**src/rtl/tcc_pkg.sv**
```systemverilog
// Package for the timer compare/capture unit: register offsets, field
// positions, reset values, clock select codes and carrier structs.
// Assumes an 8-bit register port with byte addresses.
package tcc_pkg;

  localparam int CNT_W = 16;
  localparam int REG_W = 8;

  // Register offsets
  localparam logic [7:0] OFS_CAP1_HI  = 8'hF0;
  localparam logic [7:0] OFS_CAP1_LO  = 8'hF1;
  localparam logic [7:0] OFS_CAP2_HI  = 8'hF2;
  localparam logic [7:0] OFS_CAP2_LO  = 8'hF3;
  localparam logic [7:0] OFS_CMP1_HI  = 8'hF4;
  localparam logic [7:0] OFS_CMP1_LO  = 8'hF5;
  localparam logic [7:0] OFS_CMP2_HI  = 8'hF6;
  localparam logic [7:0] OFS_CMP2_LO  = 8'hF7;
  localparam logic [7:0] OFS_CNT_HI   = 8'hF8;
  localparam logic [7:0] OFS_CNT_LO   = 8'hF9;
  localparam logic [7:0] OFS_IRQ_CTRL = 8'hFA;
  localparam logic [7:0] OFS_CTRL3    = 8'hFB;
  localparam logic [7:0] OFS_EV_STAT  = 8'hFC;
  localparam logic [7:0] OFS_EV_MASK  = 8'hFD;
  localparam logic [7:0] OFS_STATUS   = 8'hFE;

  // timer_flag_status bit positions
  localparam int FLAG_CAP1 = 7;
  localparam int FLAG_CMP1 = 6;
  localparam int FLAG_OVF  = 5;
  localparam int FLAG_CAP2 = 4;
  localparam int FLAG_CMP2 = 3;

  // Event status / mask bit positions
  localparam int EV_CMP1 = 0;
  localparam int EV_CMP2 = 1;
  localparam int EV_CAP1 = 2;
  localparam int EV_CAP2 = 3;
  localparam int EV_OVF  = 4;
  localparam int EV_W    = 5;

  // Flags sharing the read-status-then-access clearing scheme
  localparam int SF_CAP1 = 0;
  localparam int SF_CAP2 = 1;
  localparam int SF_OVF  = 2;
  localparam int SF_N    = 3;

  // Reset values and counter maximum
  localparam logic [7:0]       STATUS_RST = 8'h00;
  localparam logic [7:0]       CTRL_RST   = 8'h00;
  localparam logic [EV_W-1:0]  EV_RST     = 5'h00;
  localparam logic [CNT_W-1:0] CNT_RST    = 16'h0000;
  localparam logic [CNT_W-1:0] CNT_MAX    = 16'hFFFF;

  // Prescaler tap masks
  localparam logic [2:0] PRE_MASK_DIV2 = 3'h1;
  localparam logic [2:0] PRE_MASK_DIV4 = 3'h3;
  localparam logic [2:0] PRE_MASK_DIV8 = 3'h7;

  typedef enum logic [1:0] {
    CLK_DIV4 = 2'b00,
    CLK_DIV2 = 2'b01,
    CLK_DIV8 = 2'b10,
    CLK_EXT  = 2'b11
  } clk_sel_t;

  typedef struct packed {
    logic common_compare_irq_enable;
    logic channel1_compare_irq_enable;
    logic channel2_compare_irq_enable;
    logic timer_global_irq_enable;
    logic pin_enable1;
    logic pin_enable2;
    logic output_level1;
    logic output_level2;
  } irq_ctrl_t;

  typedef struct packed {
    logic [2:0] spare;
    logic       capture1_edge_select;
    clk_sel_t   timer_clock_select;
    logic       capture2_edge_select;
    logic       ext_clock_edge_select;
  } ctrl3_t;

  typedef struct packed {
    logic [7:0] addr;
    logic [7:0] wdata;
    logic       wr;
    logic       rd;
  } reg_req_t;

endpackage

```
**src/rtl/compare_channel.sv**
```systemverilog
// One output compare channel: compare value, match, flag, request, pin.
// Assumes the counter tick and the next counter value from the parent.
`timescale 1ns/1ps
module compare_channel import tcc_pkg::*; #(
  parameter int W = CNT_W
) (
  // Clock and reset
  input  wire logic         clk,
  input  wire logic         rst_n,
  // Counter
  input  wire logic         tick,
  input  wire logic [W-1:0] count_next,
  // Software accesses
  input  wire logic         wr_high,
  input  wire logic         wr_low,
  input  wire logic         acc_low,
  input  wire logic         status_rd,
  input  wire logic         status_acc,
  input  wire logic [7:0]   wdata,
  // Control
  input  wire logic         level,
  input  wire logic         pin_en,
  // Results
  output logic [W-1:0]      value,
  output logic              flag,
  output logic              pending,
  output logic              match,
  output logic              pin_out,
  output logic              pin_oe_n
);

  logic         inhibit;
  logic         armed;
  logic         clear_flag;
  logic [W-1:0] next_value;
  logic         next_inhibit;
  logic         next_flag;
  logic         next_armed;
  logic         next_pending;
  logic         next_pin;

  always_comb begin
    match = tick && !inhibit && (count_next == value);
    clear_flag = acc_low && armed;
    next_value = value;
    if (wr_high) begin
      next_value = {wdata, value[7:0]};
    end else if (wr_low) begin
      next_value = {value[W-1:8], wdata};
    end
    next_inhibit = wr_high ? 1'b1 : (wr_low ? 1'b0 : inhibit);
    // A match in the clearing cycle keeps the flag set
    next_flag = match || (flag && !clear_flag);
    next_armed = armed;
    if (status_rd && flag) begin
      next_armed = 1'b1;
    end else if (clear_flag) begin
      next_armed = 1'b0;
    end
    next_pending = match ||
      (pending && !((status_acc && flag) || acc_low));
    next_pin = (match && pin_en) ? level : pin_out;
  end

  always_ff @(posedge clk) begin
    if (!rst_n) begin
      value   <= CNT_RST;
      inhibit <= 1'b0;
      flag    <= 1'b0;
      armed   <= 1'b0;
      pending <= 1'b0;
      pin_out <= 1'b0;
    end else begin
      value   <= next_value;
      inhibit <= next_inhibit;
      flag    <= next_flag;
      armed   <= next_armed;
      pending <= next_pending;
      pin_out <= next_pin;
    end
  end

  // Pin released to general I/O while the pin enable is clear
  assign pin_oe_n = !pin_en;
endmodule // compare_channel

```
**src/rtl/timer_compare_capture_unit.sv**
```systemverilog
// Timer compare/capture unit: 16-bit free-running counter, prescaler,
// two compare channels, two capture inputs and an 8-bit register port.
// Assumes pins are synchronous to clk; read data follow a read by a cycle.
//
// The strobed register port was left to the implementer.
`timescale 1ns/1ps
module timer_compare_capture_unit import tcc_pkg::*; #(
  parameter int W = CNT_W
) (
  // Clock and reset
  input  wire logic       clk,
  input  wire logic       rst_n,
  // Register port
  input  wire reg_req_t   req,
  output logic [7:0]      rdata,
  // Timer pins
  input  wire logic       capture1_input_pin,
  input  wire logic       capture2_input_pin,
  input  wire logic       ext_clock_input_pin,
  output logic [1:0]      compare_output_pin,
  output logic [1:0]      compare_output_pin_oe_n,
  // Interrupts
  output logic            compare_irq,
  output logic            irq
);

  irq_ctrl_t         ctrl;
  ctrl3_t            timer_control_three;
  logic [2:0]        pre;
  logic [W-1:0]      count;
  logic [W-1:0]      count_inc;
  logic [W-1:0]      capture1_value;
  logic [W-1:0]      capture2_value;
  logic [2:0]        pin_prev;
  logic [SF_N-1:0]   sflag;
  logic [SF_N-1:0]   sarmed;
  logic [EV_W-1:0]   ev_stat;
  logic [EV_W-1:0]   ev_mask;
  logic [7:0]        timer_flag_status;
  logic [W-1:0]      cmp_value [2];
  logic [1:0]        cmp_flag;
  logic [1:0]        cmp_pending;
  logic [1:0]        cmp_match;
  logic [2:0]        pre_mask;
  logic              tick;
  logic              ext_edge;
  logic              cap1_edge;
  logic              cap2_edge;
  logic              ovf_event;
  logic              status_rd;
  logic              status_acc;
  logic [SF_N-1:0]   sset;
  logic [SF_N-1:0]   sacc;
  irq_ctrl_t         next_ctrl;
  ctrl3_t            next_ctrl3;
  logic [2:0]        next_pre;
  logic [W-1:0]      next_count;
  logic [W-1:0]      next_cap1;
  logic [W-1:0]      next_cap2;
  logic [SF_N-1:0]   next_sflag;
  logic [SF_N-1:0]   next_sarmed;
  logic [EV_W-1:0]   next_ev_stat;
  logic [EV_W-1:0]   next_ev_mask;
  logic [EV_W-1:0]   ev_set;
  logic [7:0]        next_rdata;
  logic [1:0]        cmp_wr_hi;
  logic [1:0]        cmp_wr_lo;
  logic [1:0]        cmp_acc_lo;

  function automatic logic hit(input logic [7:0] ofs);
    hit = (req.rd || req.wr) && (req.addr == ofs);
  endfunction

  function automatic logic edge_of(input logic cur, input logic prev,
                                   input logic rising);
    edge_of = rising ? (cur && !prev) : (!cur && prev);
  endfunction

  // Timebase: prescaler, external edge and counter
  always_comb begin
    unique case (timer_control_three.timer_clock_select)
      CLK_DIV2: pre_mask = PRE_MASK_DIV2;
      CLK_DIV4: pre_mask = PRE_MASK_DIV4;
      CLK_DIV8: pre_mask = PRE_MASK_DIV8;
      CLK_EXT:  pre_mask = PRE_MASK_DIV8;
    endcase
    ext_edge = edge_of(ext_clock_input_pin, pin_prev[2],
                       timer_control_three.ext_clock_edge_select);
    if (timer_control_three.timer_clock_select == CLK_EXT) begin
      tick = ext_edge;
    end else begin
      tick = (pre & pre_mask) == pre_mask;
    end
    next_pre   = pre + 3'h1;
    count_inc  = count + W'(1);
    next_count = tick ? count_inc : count;
    ovf_event  = tick && (count == CNT_MAX);
  end

  always_ff @(posedge clk) begin
    if (!rst_n) begin
      pre   <= 3'h0;
      count <= CNT_RST;
    end else begin
      pre   <= next_pre;
      count <= next_count;
    end
  end

  // Captures and the status flags that share one clearing scheme
  always_comb begin
    cap1_edge = edge_of(capture1_input_pin, pin_prev[0],
                        timer_control_three.capture1_edge_select);
    cap2_edge = edge_of(capture2_input_pin, pin_prev[1],
                        timer_control_three.capture2_edge_select);
    next_cap1 = cap1_edge ? count : capture1_value;
    next_cap2 = cap2_edge ? count : capture2_value;
    status_rd  = req.rd && (req.addr == OFS_STATUS);
    status_acc = hit(OFS_STATUS);
    // Decoded here so the channel ports follow every bus change
    cmp_wr_hi[0]  = req.wr && (req.addr == OFS_CMP1_HI);
    cmp_wr_hi[1]  = req.wr && (req.addr == OFS_CMP2_HI);
    cmp_wr_lo[0]  = req.wr && (req.addr == OFS_CMP1_LO);
    cmp_wr_lo[1]  = req.wr && (req.addr == OFS_CMP2_LO);
    cmp_acc_lo[0] = hit(OFS_CMP1_LO);
    cmp_acc_lo[1] = hit(OFS_CMP2_LO);
    sset[SF_CAP1] = cap1_edge;
    sset[SF_CAP2] = cap2_edge;
    sset[SF_OVF]  = ovf_event;
    sacc[SF_CAP1] = hit(OFS_CAP1_LO);
    sacc[SF_CAP2] = hit(OFS_CAP2_LO);
    sacc[SF_OVF]  = hit(OFS_CNT_LO);
    for (int i = 0; i < SF_N; i++) begin
      // New event beats a clear in the same cycle
      next_sflag[i] = sset[i] ||
        (sflag[i] && !(sacc[i] && sarmed[i]));
      next_sarmed[i] = sarmed[i];
      if (status_rd && sflag[i]) begin
        next_sarmed[i] = 1'b1;
      end else if (sacc[i] && sarmed[i]) begin
        next_sarmed[i] = 1'b0;
      end
    end
  end

  always_ff @(posedge clk) begin
    if (!rst_n) begin
      capture1_value <= CNT_RST;
      capture2_value <= CNT_RST;
      pin_prev       <= 3'h0;
      sflag          <= '0;
      sarmed         <= '0;
    end else begin
      capture1_value <= next_cap1;
      capture2_value <= next_cap2;
      pin_prev       <= {ext_clock_input_pin, capture2_input_pin,
                         capture1_input_pin};
      sflag          <= next_sflag;
      sarmed         <= next_sarmed;
    end
  end

  // Compare channels
  compare_channel #(.W(W)) u_cmp1 (
    .clk        (clk),
    .rst_n      (rst_n),
    .tick       (tick),
    .count_next (count_inc),
    .wr_high    (cmp_wr_hi[0]),
    .wr_low     (cmp_wr_lo[0]),
    .acc_low    (cmp_acc_lo[0]),
    .status_rd  (status_rd),
    .status_acc (status_acc),
    .wdata      (req.wdata),
    .level      (ctrl.output_level1),
    .pin_en     (ctrl.pin_enable1),
    .value      (cmp_value[0]),
    .flag       (cmp_flag[0]),
    .pending    (cmp_pending[0]),
    .match      (cmp_match[0]),
    .pin_out    (compare_output_pin[0]),
    .pin_oe_n   (compare_output_pin_oe_n[0])
  );

  compare_channel #(.W(W)) u_cmp2 (
    .clk        (clk),
    .rst_n      (rst_n),
    .tick       (tick),
    .count_next (count_inc),
    .wr_high    (cmp_wr_hi[1]),
    .wr_low     (cmp_wr_lo[1]),
    .acc_low    (cmp_acc_lo[1]),
    .status_rd  (status_rd),
    .status_acc (status_acc),
    .wdata      (req.wdata),
    .level      (ctrl.output_level2),
    .pin_en     (ctrl.pin_enable2),
    .value      (cmp_value[1]),
    .flag       (cmp_flag[1]),
    .pending    (cmp_pending[1]),
    .match      (cmp_match[1]),
    .pin_out    (compare_output_pin[1]),
    .pin_oe_n   (compare_output_pin_oe_n[1])
  );

  // Timer compare request: the common enable overrides channel enables
  always_comb begin
    if (ctrl.common_compare_irq_enable) begin
      compare_irq = ctrl.timer_global_irq_enable &&
                    (|cmp_pending);
    end else begin
      compare_irq = ctrl.timer_global_irq_enable &&
        ((ctrl.channel1_compare_irq_enable && cmp_pending[0]) ||
         (ctrl.channel2_compare_irq_enable && cmp_pending[1]));
    end
  end

  // Registers, event status and read data
  always_comb begin
    timer_flag_status = STATUS_RST;
    timer_flag_status[FLAG_CAP1] = sflag[SF_CAP1];
    timer_flag_status[FLAG_CMP1] = cmp_flag[0];
    timer_flag_status[FLAG_OVF]  = sflag[SF_OVF];
    timer_flag_status[FLAG_CAP2] = sflag[SF_CAP2];
    timer_flag_status[FLAG_CMP2] = cmp_flag[1];
    ev_set = '0;
    ev_set[EV_CMP1] = cmp_match[0];
    ev_set[EV_CMP2] = cmp_match[1];
    ev_set[EV_CAP1] = cap1_edge;
    ev_set[EV_CAP2] = cap2_edge;
    ev_set[EV_OVF]  = ovf_event;
    next_ev_stat = ev_stat;
    if (req.wr && req.addr == OFS_EV_STAT) begin
      next_ev_stat = ev_stat & ~req.wdata[EV_W-1:0];
    end
    next_ev_stat = next_ev_stat | ev_set;
    next_ev_mask = (req.wr && req.addr == OFS_EV_MASK) ?
                   req.wdata[EV_W-1:0] : ev_mask;
    next_ctrl  = (req.wr && req.addr == OFS_IRQ_CTRL) ?
                 irq_ctrl_t'(req.wdata) : ctrl;
    next_ctrl3 = (req.wr && req.addr == OFS_CTRL3) ?
                 ctrl3_t'(req.wdata) : timer_control_three;
    next_rdata = 8'h00;
    if (req.rd) begin
      unique case (req.addr)
        OFS_CAP1_HI:  next_rdata = capture1_value[W-1:8];
        OFS_CAP1_LO:  next_rdata = capture1_value[7:0];
        OFS_CAP2_HI:  next_rdata = capture2_value[W-1:8];
        OFS_CAP2_LO:  next_rdata = capture2_value[7:0];
        OFS_CMP1_HI:  next_rdata = cmp_value[0][W-1:8];
        OFS_CMP1_LO:  next_rdata = cmp_value[0][7:0];
        OFS_CMP2_HI:  next_rdata = cmp_value[1][W-1:8];
        OFS_CMP2_LO:  next_rdata = cmp_value[1][7:0];
        OFS_CNT_HI:   next_rdata = count[W-1:8];
        OFS_CNT_LO:   next_rdata = count[7:0];
        OFS_IRQ_CTRL: next_rdata = ctrl;
        OFS_CTRL3:    next_rdata = timer_control_three;
        OFS_EV_STAT:  next_rdata = {3'h0, ev_stat};
        OFS_EV_MASK:  next_rdata = {3'h0, ev_mask};
        OFS_STATUS:   next_rdata = timer_flag_status;
        default:      next_rdata = 8'h00;
      endcase
    end
  end

  always_ff @(posedge clk) begin
    if (!rst_n) begin
      ctrl                <= irq_ctrl_t'(CTRL_RST);
      timer_control_three <= ctrl3_t'(CTRL_RST);
      ev_stat             <= EV_RST;
      ev_mask             <= EV_RST;
      rdata               <= 8'h00;
    end else begin
      ctrl                <= next_ctrl;
      timer_control_three <= next_ctrl3;
      ev_stat             <= next_ev_stat;
      ev_mask             <= next_ev_mask;
      rdata               <= next_rdata;
    end
  end

  assign irq = |(ev_stat & ev_mask);
endmodule // timer_compare_capture_unit

```
**config.mk**
```make
export PLATFORM = sky130hd
export DESIGN_NAME = timer_compare_capture_unit
export DESIGN_NICKNAME = d
export VERILOG_FILES = /design/src/rtl/tcc_pkg.sv /design/src/rtl/compare_channel.sv /design/src/rtl/timer_compare_capture_unit.sv
export SDC_FILE = /design/constraint.sdc
export NUM_CORES = 1
export LEC_CHECK = 0
export BUFFER_PORTS_ARGS = -buffer_cell sky130_fd_sc_hd__buf_2
export CORE_MARGIN = 2
export CORE_UTILIZATION = 45
export DETAILED_ROUTE_END_ITERATION = 16
export PLACE_DENSITY = 0.73
export SLEW_MARGIN = 20
export SYNTH_ARGS = -nofsm -noshare
export SYNTH_HDL_FRONTEND = slang
export SYNTH_SLANG_ARGS = --single-unit
```
**constraint.sdc**
```tcl
create_clock -name clk -period 3 [get_ports clk]
set_input_delay 0.6 -clock clk [delete_from_list [all_inputs] [get_ports clk]]
set_output_delay 0.6 -clock clk [all_outputs]
set_load 0.005 [all_outputs]
```
Word-level counts from Yosys, hierarchy flattened:

Index checks and enable logic that the tools add are counted.
W data, S select, Z words.

* flip-flop bits (word level): 136
* latch bits: 0
* RAM bits: 0
* ROM bits: 0
* input bits: 23
* output and inout bits: 14
* logic and storage cells: 189
* memories: 0

* $add $sub $neg: 2
* $mul: 0
* div/mod/pow operators: 0
* order comparisons: 0
* eq/ne operators: 22
* shift-type cells: 0
* muxes and demuxes: 26
* bitwise gates (word level): 7
* reduce and logical (&&, ||, !) cells: 93

Operator list (count)
* $eq A8 B8 Y1 const B: 15
* $pmux W8 S15: 1
* $logic_and A1 B1 Y1: 51
* $eq A16 B16 Y1: 2
* $mux W16: 2
* $mux W1: 19
* $logic_not A1 Y1: 17
* $add A16 B1 Y16 const B: 1
* $eq A16 B16 Y1 const B: 1
* $mux W8: 2
* $reduce_bool A2 Y1: 7
* $logic_or A1 B1 Y1: 11
* $and A5 B5 Y5: 2
* $pmux W3 S3: 1
* $reduce_and A2 Y1: 3
* $mux W5: 1
* $not A5 Y5: 1
* $or A5 B5 Y5: 1
* $reduce_or A5 Y1: 1
* $eq A2 B2 Y1 const B: 2
* $reduce_or A2 Y1: 2
* $add A3 B1 Y3 const B: 1
* $and A3 B3 Y3: 1
* $eq A3 B3 Y1: 1
* 3 further kinds: 4

Longest topological paths before layout:

Gate-level depths: netlist of run 1.

* word-level depth: 9
* mapped depth: 10
* gate-level depth less buffers: 8

Hierarchy:

A second synthesis of run 1 with hierarchy kept.

* cell total of the unflattened synthesis: 757
* area total of the unflattened synthesis: 6787.8 µm²

Modules (own cells, without submodules)
* timer_compare_capture_unit: instances 1, cells each 563, area each 4913.5 µm², sequential area each 1881.8 µm²
* compare_channel: instances 2, cells each 97, area each 937.1 µm², sequential area each 420.4 µm²

Worst setup path before layout of run 1:

Ideal clock, no wire load.

* path type: reg2reg
* start point: register count[1]
* end point: register u_cmp1.pin_out
* arrival: 2.557 ns
* path slack: 0.311 ns
* stages on the path, launching flop included: 10
* buffers on the path: 1
* period minus slack after synthesis: 2.689 ns
* cells stage by stage: dfxtp_1 -> ha_1 -> nand3_1 -> clkbuf_1 -> nor4_1 -> xnor2_1 -> nand4_1 -> or4_1 -> o21ai_0 -> a21oi_1

* longest elaborated chain between the ends: 4

Ends and longest elaborated chain
* start: declaration: line timer_compare_capture_unit.sv:30 `logic [W-1:0] count;`
* start signal: assignment: line timer_compare_capture_unit.sv:106 `count <= next_count;`
* $add A16 B1 Y16: line timer_compare_capture_unit.sv:95 `count_inc = count + W'(1);`
* $eq A16 B16 Y1: line compare_channel.sv:43 `match = tick && !inhibit && (count_next == value);`
* $logic_and A1 B1 Y1: line compare_channel.sv:43
* $logic_and A1 B1 Y1: line compare_channel.sv:62 `next_pin = (match && pin_en) ? level : pin_out;`
* end signal: assignment: line compare_channel.sv:79 `pin_out <= next_pin;`
* end: declaration: line compare_channel.sv:28 `output logic pin_out,`

Every way passes these cells.
A chain may end at the register's enable or synchronous reset.

Worst setup path after layout of run 1:

* start point: register count[2]
* end point: register ev_stat[1]

* longest elaborated chain between the ends: 4

Ends and longest elaborated chain
* $add A16 B1 Y16: line timer_compare_capture_unit.sv:95
* $eq A16 B16 Y1: line compare_channel.sv:43
* $logic_and A1 B1 Y1: line compare_channel.sv:43
* $or A5 B5 Y5: line timer_compare_capture_unit.sv:236 `next_ev_stat = next_ev_stat | ev_set;`
* end signal: assignment: line timer_compare_capture_unit.sv:276 `ev_stat <= next_ev_stat;`
* end: declaration: line timer_compare_capture_unit.sv:37 `logic [EV_W-1:0] ev_stat;`

Every way passes these cells.

==> summary.md, run 1 <==
| Metric | Value |
|---|---|
| Status | `complete, no violations` |
| Starting Density | `46.2%` |
| Max-Cap Viols | `0` |
| Synth Area in Adders | `less than 1%` |
| Slew headroom | `57.6%` |
| First-pass GRT wire length | `~34000 microns` |
| R2R depth | `7` |
| Post-Route Utilization | `53.7%` |
| Drt wl/cell | `between 20 and 25 microns` |
| Most common library cells after synthesis | `dfxtp_1 (136), nand2_1 (97), nor2_1 (96)` |
| Total global-route track usage | `around 28%` |
| Compound-Gate Fraction of Synth Area | `14.2%` |
| Via-per-instance ratio | `6.17` |
| TritonCTS clock tree | `built` |
| Post-DP HPWL | `15600 microns` |
| RR Endpoint | `ev_stat[1]` |
| Clk slew on worst S/H paths | `0.06 ns` |
| First-pass iteration count of the detailed router | `6` |
| CP max-delay cell | `dfxtp_1` |
| Synth area leaders | `dfxtp_1 (39%), mux2i_1 (8.4%), nand2_1 (5.2%)` |
| Hold-fix buffers, CTS | `0` |
| PD cells | `536 nW/um^2` |
| DP Area | `7500 sq um` |
| Antenna violations before repair | `1` |
| Post-synth EDFFs | `0` |
| H-Tree Depth | `4` |
| Chip height | `129 microns` |
| Buffer and inverter count on the worst path | `0` |
| Req. time, crit path | `around 3.4 ns` |
| Clk_lat worst skew | `0.44 ns` |
| WHS Endpoint | `pin_prev[0]` |
| Worst setup startpoint | `count[2]` |
| Hold Vio Cnt, Final | `0` |
| Syn Inst Count | `830` |
| Final setup skew | `roughly 0.0092 ns` |
| Nets | `877` |
| Pre-CTS setup slack | `0.181 ns` |
| Synth top area share | `between 30% and 40%` |
| Layout cells sized above 1 | `16.0%` |
| Post-synth top flop | `dfxtp_1` |
| IR Drop Worst-Case VDD | `0.518 mV` |
| Worst Path Max Fanout | `13` |
| Worst setup margin | `0.206 ns` |
| Hold_ws | `0.389 ns` |
| Kind of end point of the critical path | `register` |
| GP Congestion | `roughly 1` |
| Core footprint | `15200 sq um` |
| Hold path depth | `2` |
| Cell with the most instances after synthesis | `dfxtp_1` |
| Final ANT Viol Nets | `0` |
| Port bufs | `36` |
| Crit-path cells | `nand4_2 -> or3_4 -> or4b_1 -> o211a_2 -> a211oi_4 -> nand3_2 -> a21oi_1` |
| Tmin final | `2.79 ns` |
| Distinct cells, synth | `66` |
| Setup TNS | `0 ns` |
| Die X | `about 130 microns` |
| RSZ-0062 raised after global routing | `false` |
| # DRC | `0` |
| Routed vias | `6499` |
| Type of the worst setup path | `register to register` |
| Worst slew pin tran | `about 0.63 ns` |
| Largest family of logic cells by synthesized area | `simple AND/OR/NAND/NOR gates` |
| Leakage | `2.99 nW` |
| Synth Area in Simple Gates | `22.6%` |
| CP max stage delay | `0.60 ns` |
| Synth Register Bits | `136` |
| Row Count | `45` |
| Largest net degree at the start of global routing | `46` |
| Remaining Overflow, GRT | `0` |
| Multiplexer share of the synthesized area | `11.6%` |
| Detailed Route WL | `22100 microns` |
| Post-Syn Nets | `between 800 and 900` |
| Num ports | `37` |
| Arrival @ worst endpoint | `3.16 ns` |
| Clock tree root driver cell | `clkbuf_16` |
| Final period utilization | `93.1%` |
| Fmax | `358 MHz` |
| Async S/R FF share, synth | `0%` |
| HP Start | `capture1_input_pin` |
| Initial DRC Count | `757` |
| Clock buffer depth | `2` |
| Worst path top cell family by delay | `simple AND/OR/NAND/NOR gates` |
| Hold crit path type | `input pin to register` |
| Final setup vio count | `0` |
| Mapped Avg Cell Area | `about 8.5 sq um` |
| Vias in the first global route | `6161` |
| Ys Warns | `0` |
| Area of the die | `16600 sq um` |
| R2R Setup Slk | `0.21 ns` |
| Setup repair bufs after CTS | `0` |
| Num CTS Buffers | `17` |
| XOR/XNOR Fraction of Synth Area | `7.56%` |
| Element type at the critical path start | `register` |
| Synth area leader | `dfxtp_1` |
| Diodes inserted | `0` |
| Synthesized area | `7020 sq um` |
| Post-synthesis sequential area ratio | `38.8%` |
| Post-Layout Inst Area | `8160 sq um` |
| Area grow syn2layout | `16.2%` |
| Final Max Slew Viols | `0` |
| R2R Path Start | `count[2]` |
| Clk sinks | `136` |
-- cells by family after synthesis --
kind of cell,after synthesis
simple gates,329
compound gates,154
flops,136
buf+inv,85
mux,70
xor+xnor,54
fa+ha+maj,2
-- area by class of cell --
cell class / instances / area (sq um)
flip-flops and latches: 136 / 2720
clock buffers: 18 / 429
inverters: 10 / 38.8
clock inverters: 14 / 219
multi-input cells: 609 / 3980
repair buffers: 78 / 533
fillers: 1405 / 7040
well taps: 188 / 235
-- power breakdown --
| part | leakage [nW] | total, W | switching (W) | internal, W |
|---|---|---|---|---|
| sequential | 1.10 | 0.00183 | 0.00000931 | 0.00182 |
| combinational | 1.58 | 0.000204 | 0.000137 | 0.0000669 |
| clock | 0.312 | 0.00235 | 0.000863 | 0.00148 |
| total | 2.99 | 0.00438 | 0.00101 | 0.00337 |
-- per-stage QoR --
| step | cells | total power, W |
|---|---|---|
| finish | 1053 | 0.00438 |
| global placement | 1021 | 0.00206 |
| detailed placement | 1021 | 0.00206 |
| CTS | 1053 | 0.00437 |
| floorplan | 830 | 0.00198 |
| global route | 1053 | 0.00446 |
-- state kept, by name, indices dropped and copies added (netlist names), 3 cells and up --
signal / flops
capture1_value: 16
capture2_value: 16
count: 16
u_cmp1.value: 16
u_cmp2.value: 16
ctrl: 8
rdata: 8
timer_control_three: 8
ev_mask: 5
ev_stat: 5
pin_prev: 3
pre: 3
sarmed: 3
sflag: 3
-- placed cells by master, fill, tap and decap left out, drive strengths merged, types with 8 or more instances in the layout --
cell type	n
a21oi	61
a22oi	16
and3	9
buf	78
clkbuf	18
dfxtp	136
inv	13
mux2i	59
mux4	9
nand2	97
nand3	44
nand4	16
nor2	96
nor2b	14
nor3	8
nor4	9
o21ai	26
xnor2	29
xor2	21
-- worst max path at each step --
stage                                 to  slack (ns)  cells past startpoint
after floorplan           u_cmp1.pin_out        0.31                      9
after global placement    u_cmp1.pin_out        0.33                      9
after detailed placement  u_cmp1.pin_out        0.18                      9
after CTS                 u_cmp1.pin_out        0.16                      9
after global routing      u_cmp1.pin_out        0.02                      7
final                         ev_stat[1]        0.21                      7
-- layer usage --
layer  wire length [microns]  global-route usage [%]
met5                       0                       0
met4                     763                    13.9
met3                    2420                    5.53
met2                    9970                    42.7
met1                    8940                    36.5
-- timing repair --
action	CTS	global route
setup endpoints to repair	0	2
resized for setup	0	2
endpoints found under the hold margin	0	0
(Power assumes the default switching activity.)
==> run 2: changes to the inputs <==
Settings changed: REMOVE_ABC_BUFFERS from default to 1.
Clock period 3 ns to 3.5 ns, I/O delays scaled along.
==> run 2 against run 1 <==
Register-to-register slack improved by 0.15 ns. Global-route usage decreased by 0.089 points. Maximum frequency decreased by 11%. Non-clock buffer count decreased by 14. Wire length increased by 0.38%. Die area unchanged. Hold slack improved by 0.074 ns. Sequential power decreased by 14%. Final area decreased by 1.9%. Clock skew decreased by 0.0031 ns. Largest cell class unchanged.
==> summary.md, run 2 (synthesized netlist as in run 1, its figures left out) <==
| Metric | Value |
|---|---|
| Status | `complete, no violations` |
| Arrival @ worst endpoint | `3.43 ns` |
| Combinational fraction of design power | `4.5%` |
| Worst setup startpoint | `count[1]` |
| Drt wl/cell | `around 21 microns` |
| Final setup skew | `between 0.006 and 0.007 ns` |
| Pre-CTS setup slack | `0.398 ns` |
| Via-per-instance ratio | `6.18` |
| Leakage | `2.91 nW` |
| Hold_ws | `0.463 ns` |
| Met2 usage | `42.7%` |
| Port bufs | `36` |
| Final Max Slew Viols | `0` |
| Clock Power Share | `53.2%` |
| Remaining Overflow, GRT | `0` |
| WHS Endpoint | `pre[0]` |
| Hold Vio Cnt, Final | `0` |
| Core footprint | `15200 sq um` |
| Element type at the critical path start | `register` |
| Busiest grt layer | `met2` |
| Vias in the first global route | `~6000` |
| First-pass iteration count of the detailed router | `5` |
| TritonCTS clock tree | `built` |
| Part of the power in registers | `a little over two fifths` |
| H-Tree Depth | `4` |
| Area grow syn2layout | `14.0%` |
| Area of the die | `between 15000 and 20000 sq um` |
| Req. time, crit path | `about 3.8 ns` |
| Worst Path Max Fanout | `11` |
| Largest net degree at the start of global routing | `between 60 and 70` |
| Fmax | `318 MHz` |
| Num ports | `37` |
| R2R Setup Slk | `0.35 ns` |
| RR Endpoint | `u_cmp1.pin_out` |
| Hold path depth | `1` |
| R2R Path Start | `count[1]` |
| Layout cells sized above 1 | `between 10 and 15%` |
| Num CTS Buffers | `17` |
| Die X | `129 microns` |
| Slew headroom | `43.5%` |
| Clock tree root driver cell | `clkbuf_16` |
| Post-Layout Cell Count | `1039` |
| GR Util met3 | `6.86%` |
| Routed vias | `6419` |
| Final setup vio count | `0` |
| IR Drop Worst-Case VDD | `roughly 0.33 mV` |
| Initial DRC Count | `756` |
| Buffer and inverter count on the worst path | `0` |
| Clk sinks | `136` |
| R2R depth | `8` |
| Final ANT Viol Nets | `0` |
| Met1 Track Usage GR | `37.3%` |
| HP Start | `pre[0]` |
| PostCTS Resize Cnt | `0` |
| Chip height | `129 microns` |
| CP max stage delay | `0.65 ns` |
| Clk_lat worst skew | `0.43 ns` |
| Tmin final | `3.15 ns` |
| Kind of end point of the critical path | `register` |
| Worst setup margin | `0.353 ns` |
| DP Area | `around 7400 sq um` |
| RSZ-0062 raised after global routing | `false` |
| Worst path top cell family by delay | `simple AND/OR/NAND/NOR gates` |
| Row Count | `45` |
| Crit-path cells | `ha_1 -> nand3_1 -> nor4_1 -> xnor2_1 -> nand4_1 -> or4_1 -> o21ai_0 -> a21oi_1` |
| First-pass GRT wire length | `about 34000 microns` |
| Hold-fix buffers, CTS | `0` |
| Antenna violations before repair | `0` |
| Nets | `863` |
| PD cells | `463 nW/um^2` |
| Starting Density | `46.2%` |
| # DRC | `0` |
| Commonest non-fill, non-tap cell in the layout | `dfxtp_1` |
| P_sw | `0.000857 W` |
| P_int | `0.00285 W` |
| Clock buffer depth | `2` |
| Switching Fraction | `between 20 and 25%` |
| Clk slew on worst S/H paths | `0.06 ns` |
| Post-Layout Inst Area | `8000 sq um` |
| Cells after DPL | `roughly 1000` |
| Hold crit path type | `register to register` |
| Setup TNS | `0 ns` |
| Total global-route track usage | `27.4%` |
| Most frequent cells in the layout | `dfxtp_1 (136), nand2_1 (97), nor2_1 (96)` |
| Post-DP HPWL | `15300 microns` |
| Setup repair bufs after CTS | `0` |
| GP Congestion | `0.958` |
| Type of the worst setup path | `register to register` |
| CP max-delay cell | `nor4_1` |
| Worst slew pin tran | `0.841 ns` |
| Max-Cap Viols | `0` |
| Final period utilization | `about nine tenths` |
| Detailed Route WL | `~22000 microns` |
| Diodes inserted | `0` |
==> run 2: area by class of cell <==
cell class | instances | area, sq um
Clock buffer | 19 | 453
Clock inverter | 13 | 191
Fill cell | 1412 | 7200
Inverter | 10 | 38.8
Multi-Input combinational cell | 609 | 3970
Sequential cell | 136 | 2720
Tap cell | 188 | 235
Timing Repair Buffer | 64 | 390
==> run 2: worst max path at each step <==
| stage | to | slack (ns) | cells after the start |
|---|---|---|---|
| after detailed placement | u_cmp1.pin_out | 0.40 | 8 |
| after global placement | u_cmp1.pin_out | 0.47 | 8 |
| after CTS | u_cmp1.pin_out | 0.41 | 8 |
| final | u_cmp1.pin_out | 0.35 | 8 |
| after global routing | u_cmp1.pin_out | 0.11 | 8 |
| after floorplan | capture1_value[0] | 0.37 | 4 |
==> run 2: power by group through the flow <==
stage	Clock, W	Combinational [W]	Sequential, W
CTS	0.00198	0.000164	0.00156
floorplan	0	0.0000713	0.00160
finish	0.00197	0.000168	0.00157
global route	0.00205	0.000176	0.00157
detailed placement	0	0.000164	0.00160
global placement	0	0.000163	0.00160
==> run 2: metrics by stage <==
step | utilization (%) | total power (W)
2_1_floorplan | - | 0.00167
3_3_place_gp | 48.4 | 0.00176
3_5_place_dp | 48.4 | 0.00176
4_1_cts | 52.6 | 0.00371
5_1_grt | 52.6 | 0.00379
6_report | 52.6 | 0.00370
==> run 2: routing by layer <==
metal	share of wire [%]	routed length, microns
met5	0	0
met4	2.4	531
met3	8.4	1860
met2	45	9910
met1	45	9880
==> run 3: changes to the inputs <==
Settings changed: CTS_BUF_LIST from default to sky130_fd_sc_hd__clkbuf_2.
==> run 3 against run 2 <==
Critical path depth unchanged. Combinational power about the same. Final area fell by 4.5%. Via count shrank 1.6%. Wire length fell by 1.7%.
==> summary.md, run 3 (synthesized netlist as in run 1, its figures left out) <==
| Metric | Value |
|---|---|
| Status | `complete, no violations` |
| Final setup vio count | `0` |
| Met1 Track Usage GR | `37.8%` |
| Drt wl/cell | `21.0 microns` |
| Detailed Route WL | `around 22000 microns` |
| Post-DP HPWL | `between 15000 and 20000 microns` |
| Initial DRC Count | `649` |
| Layout cells sized above 1 | `14.2%` |
| # DRC | `0` |
| Number of fill cells | `1461` |
| Kind of end point of the critical path | `register` |
| Met2 usage | `slightly above 40%` |
| Clock Power Share | `between 30% and 40%` |
| Clk_lat worst skew | `0.77 ns` |
| Final Max Slew Viols | `0` |
| Fmax | `318 MHz` |
| Worst setup startpoint | `count[1]` |
| RSZ-0062 raised after global routing | `false` |
| Die X | `129 microns` |
| GP Congestion | `0.958` |
| Type of the worst setup path | `register to register` |
| Max-Cap Viols | `0` |
| Hold_ws | `0.163 ns` |
| Routed vias | `approximately 6300` |
| Hold Vio Cnt, Final | `0` |
| R2R Path Start | `count[1]` |
| Req. time, crit path | `4.15 ns` |
| Area grow syn2layout | `8.84%` |
| H-Tree Depth | `4` |
| Busiest grt layer | `met2` |
| Clk sinks | `136` |
| Setup repair bufs after CTS | `0` |
| Final ANT Viol Nets | `0` |
| Switching Fraction | `a little over a quarter` |
| Num CTS Buffers | `17` |
| Via-per-instance ratio | `6.08` |
| Leakage | `between 2 and 3 nW` |
| Largest net degree at the start of global routing | `69` |
| Total global-route track usage | `26.9%` |
| Area of the die | `16600 sq um` |
| Part of the power in registers | `55.0%` |
| Commonest non-fill, non-tap cell in the layout | `dfxtp_1` |
| Vias in the first global route | `5799` |
| Final setup skew | `0.0237 ns` |
| Nets | `863` |
| Num ports | `37` |
| Combinational fraction of design power | `5.9%` |
| Tmin final | `approximately 3.1 ns` |
| Setup TNS | `0 ns` |
| Port bufs | `36` |
| TritonCTS clock tree | `built` |
| Hold crit path type | `input pin to register` |
| Diodes inserted | `0` |
| P_int | `0.00209 W` |
| First-pass iteration count of the detailed router | `7` |
| PD cells | `373 nW/um^2` |
| Remaining Overflow, GRT | `0` |
| Worst slew pin tran | `~0.87 ns` |
| R2R Setup Slk | `0.36 ns` |
| Final period utilization | `89.8%` |
| Clock buffer depth | `2` |
| Clock tree root driver cell | `clkbuf_2` |
| P_sw | `0.000765 W` |
| Hold-fix buffers, CTS | `0` |
| Core footprint | `15200 sq um` |
| Chip height | `129 microns` |
| R2R depth | `8` |
| Clk slew on worst S/H paths | `0.21 ns` |
| Row Count | `45` |
| Most frequent cells in the layout | `dfxtp_1 (136), nand2_1 (97), nor2_1 (96)` |
| Worst Path Max Fanout | `11` |
| IR Drop Worst-Case VDD | `0.221 mV` |
| Slew headroom | `41.9%` |
| GR Util met3 | `5.74%` |
| Critical Path Sink | `u_cmp1.pin_out` |
| RR Endpoint | `u_cmp1.pin_out` |
| Arrival @ worst endpoint | `3.79 ns` |
| PostCTS Resize Cnt | `0` |
| Starting Density | `a little under half` |
| Antenna violations before repair | `0` |
| First-pass GRT wire length | `33600 microns` |
| Element type at the critical path start | `register` |
-- run 3: power groups by stage --
stage,logic [W],clock network (W),registers [W]
6_report,0.000167,0.00112,0.00157
5_1_grt,0.000176,0.00120,0.00157
4_1_cts,0.000164,0.00112,0.00157
3_5_place_dp,0.000164,0,0.00160
3_3_place_gp,0.000163,0,0.00160
2_1_floorplan,0.0000713,0,0.00160
-- run 3: per-stage QoR --
step	worst slack [ns]	instances	total power [W]	area, sq um	util, %
after floorplan	0.365	755	0.00167	6720	-
after global placement	0.472	1007	0.00176	7360	48.4
after detailed placement	0.398	1007	0.00176	7360	48.4
after CTS	0.401	1039	0.00286	7640	50.3
after global routing	0.111	1039	0.00295	7640	50.3
final	0.357	1039	0.00285	7640	50.3
-- run 3: how the worst min path moves through the flow --
stage | depth (start not counted) | to | slack (ns) | startpoint
finish | 2 | pin_prev[0] | 0.16 | capture1_input_pin
CTS | 2 | pin_prev[0] | 0.11 | capture1_input_pin
floorplan | 1 | pre[0] | 0.43 | pre[0]
global route | 2 | pin_prev[0] | 0.11 | capture1_input_pin
global placement | 1 | pre[0] | 0.44 | pre[0]
detailed placement | 1 | pre[0] | 0.45 | pre[0]
-- run 3: cell type report --
class / count / area (sq um) / share of cell area, %
Clock buffer: 17 / 85.1 / 1.11
Tap cell: 188 / 235 / 3.08
Timing Repair Buffer: 64 / 390 / 5.11
Clock inverter: 15 / 199 / 2.60
Sequential cell: 136 / 2720 / 35.6
Multi-Input combinational cell: 609 / 3970 / 52.0
Inverter: 10 / 38.8 / 0.508
-- run 3: worst max-delay path, cell delays in order (launching register included) --
cell	delay, ns
dfxtp_1	0.53
ha_1	0.35
nand3_1	0.41
nor4_1	0.64
xnor2_1	0.19
nand4_1	0.12
or4_1	0.56
o21ai_0	0.17
a21oi_1	0.08
-- run 3: metal layers --
layer	wire [microns]	vias to the layer above
met5	0	-
met4	365	0
met3	1800	35
met2	9840	297
met1	9800	3052
li1	-	2935
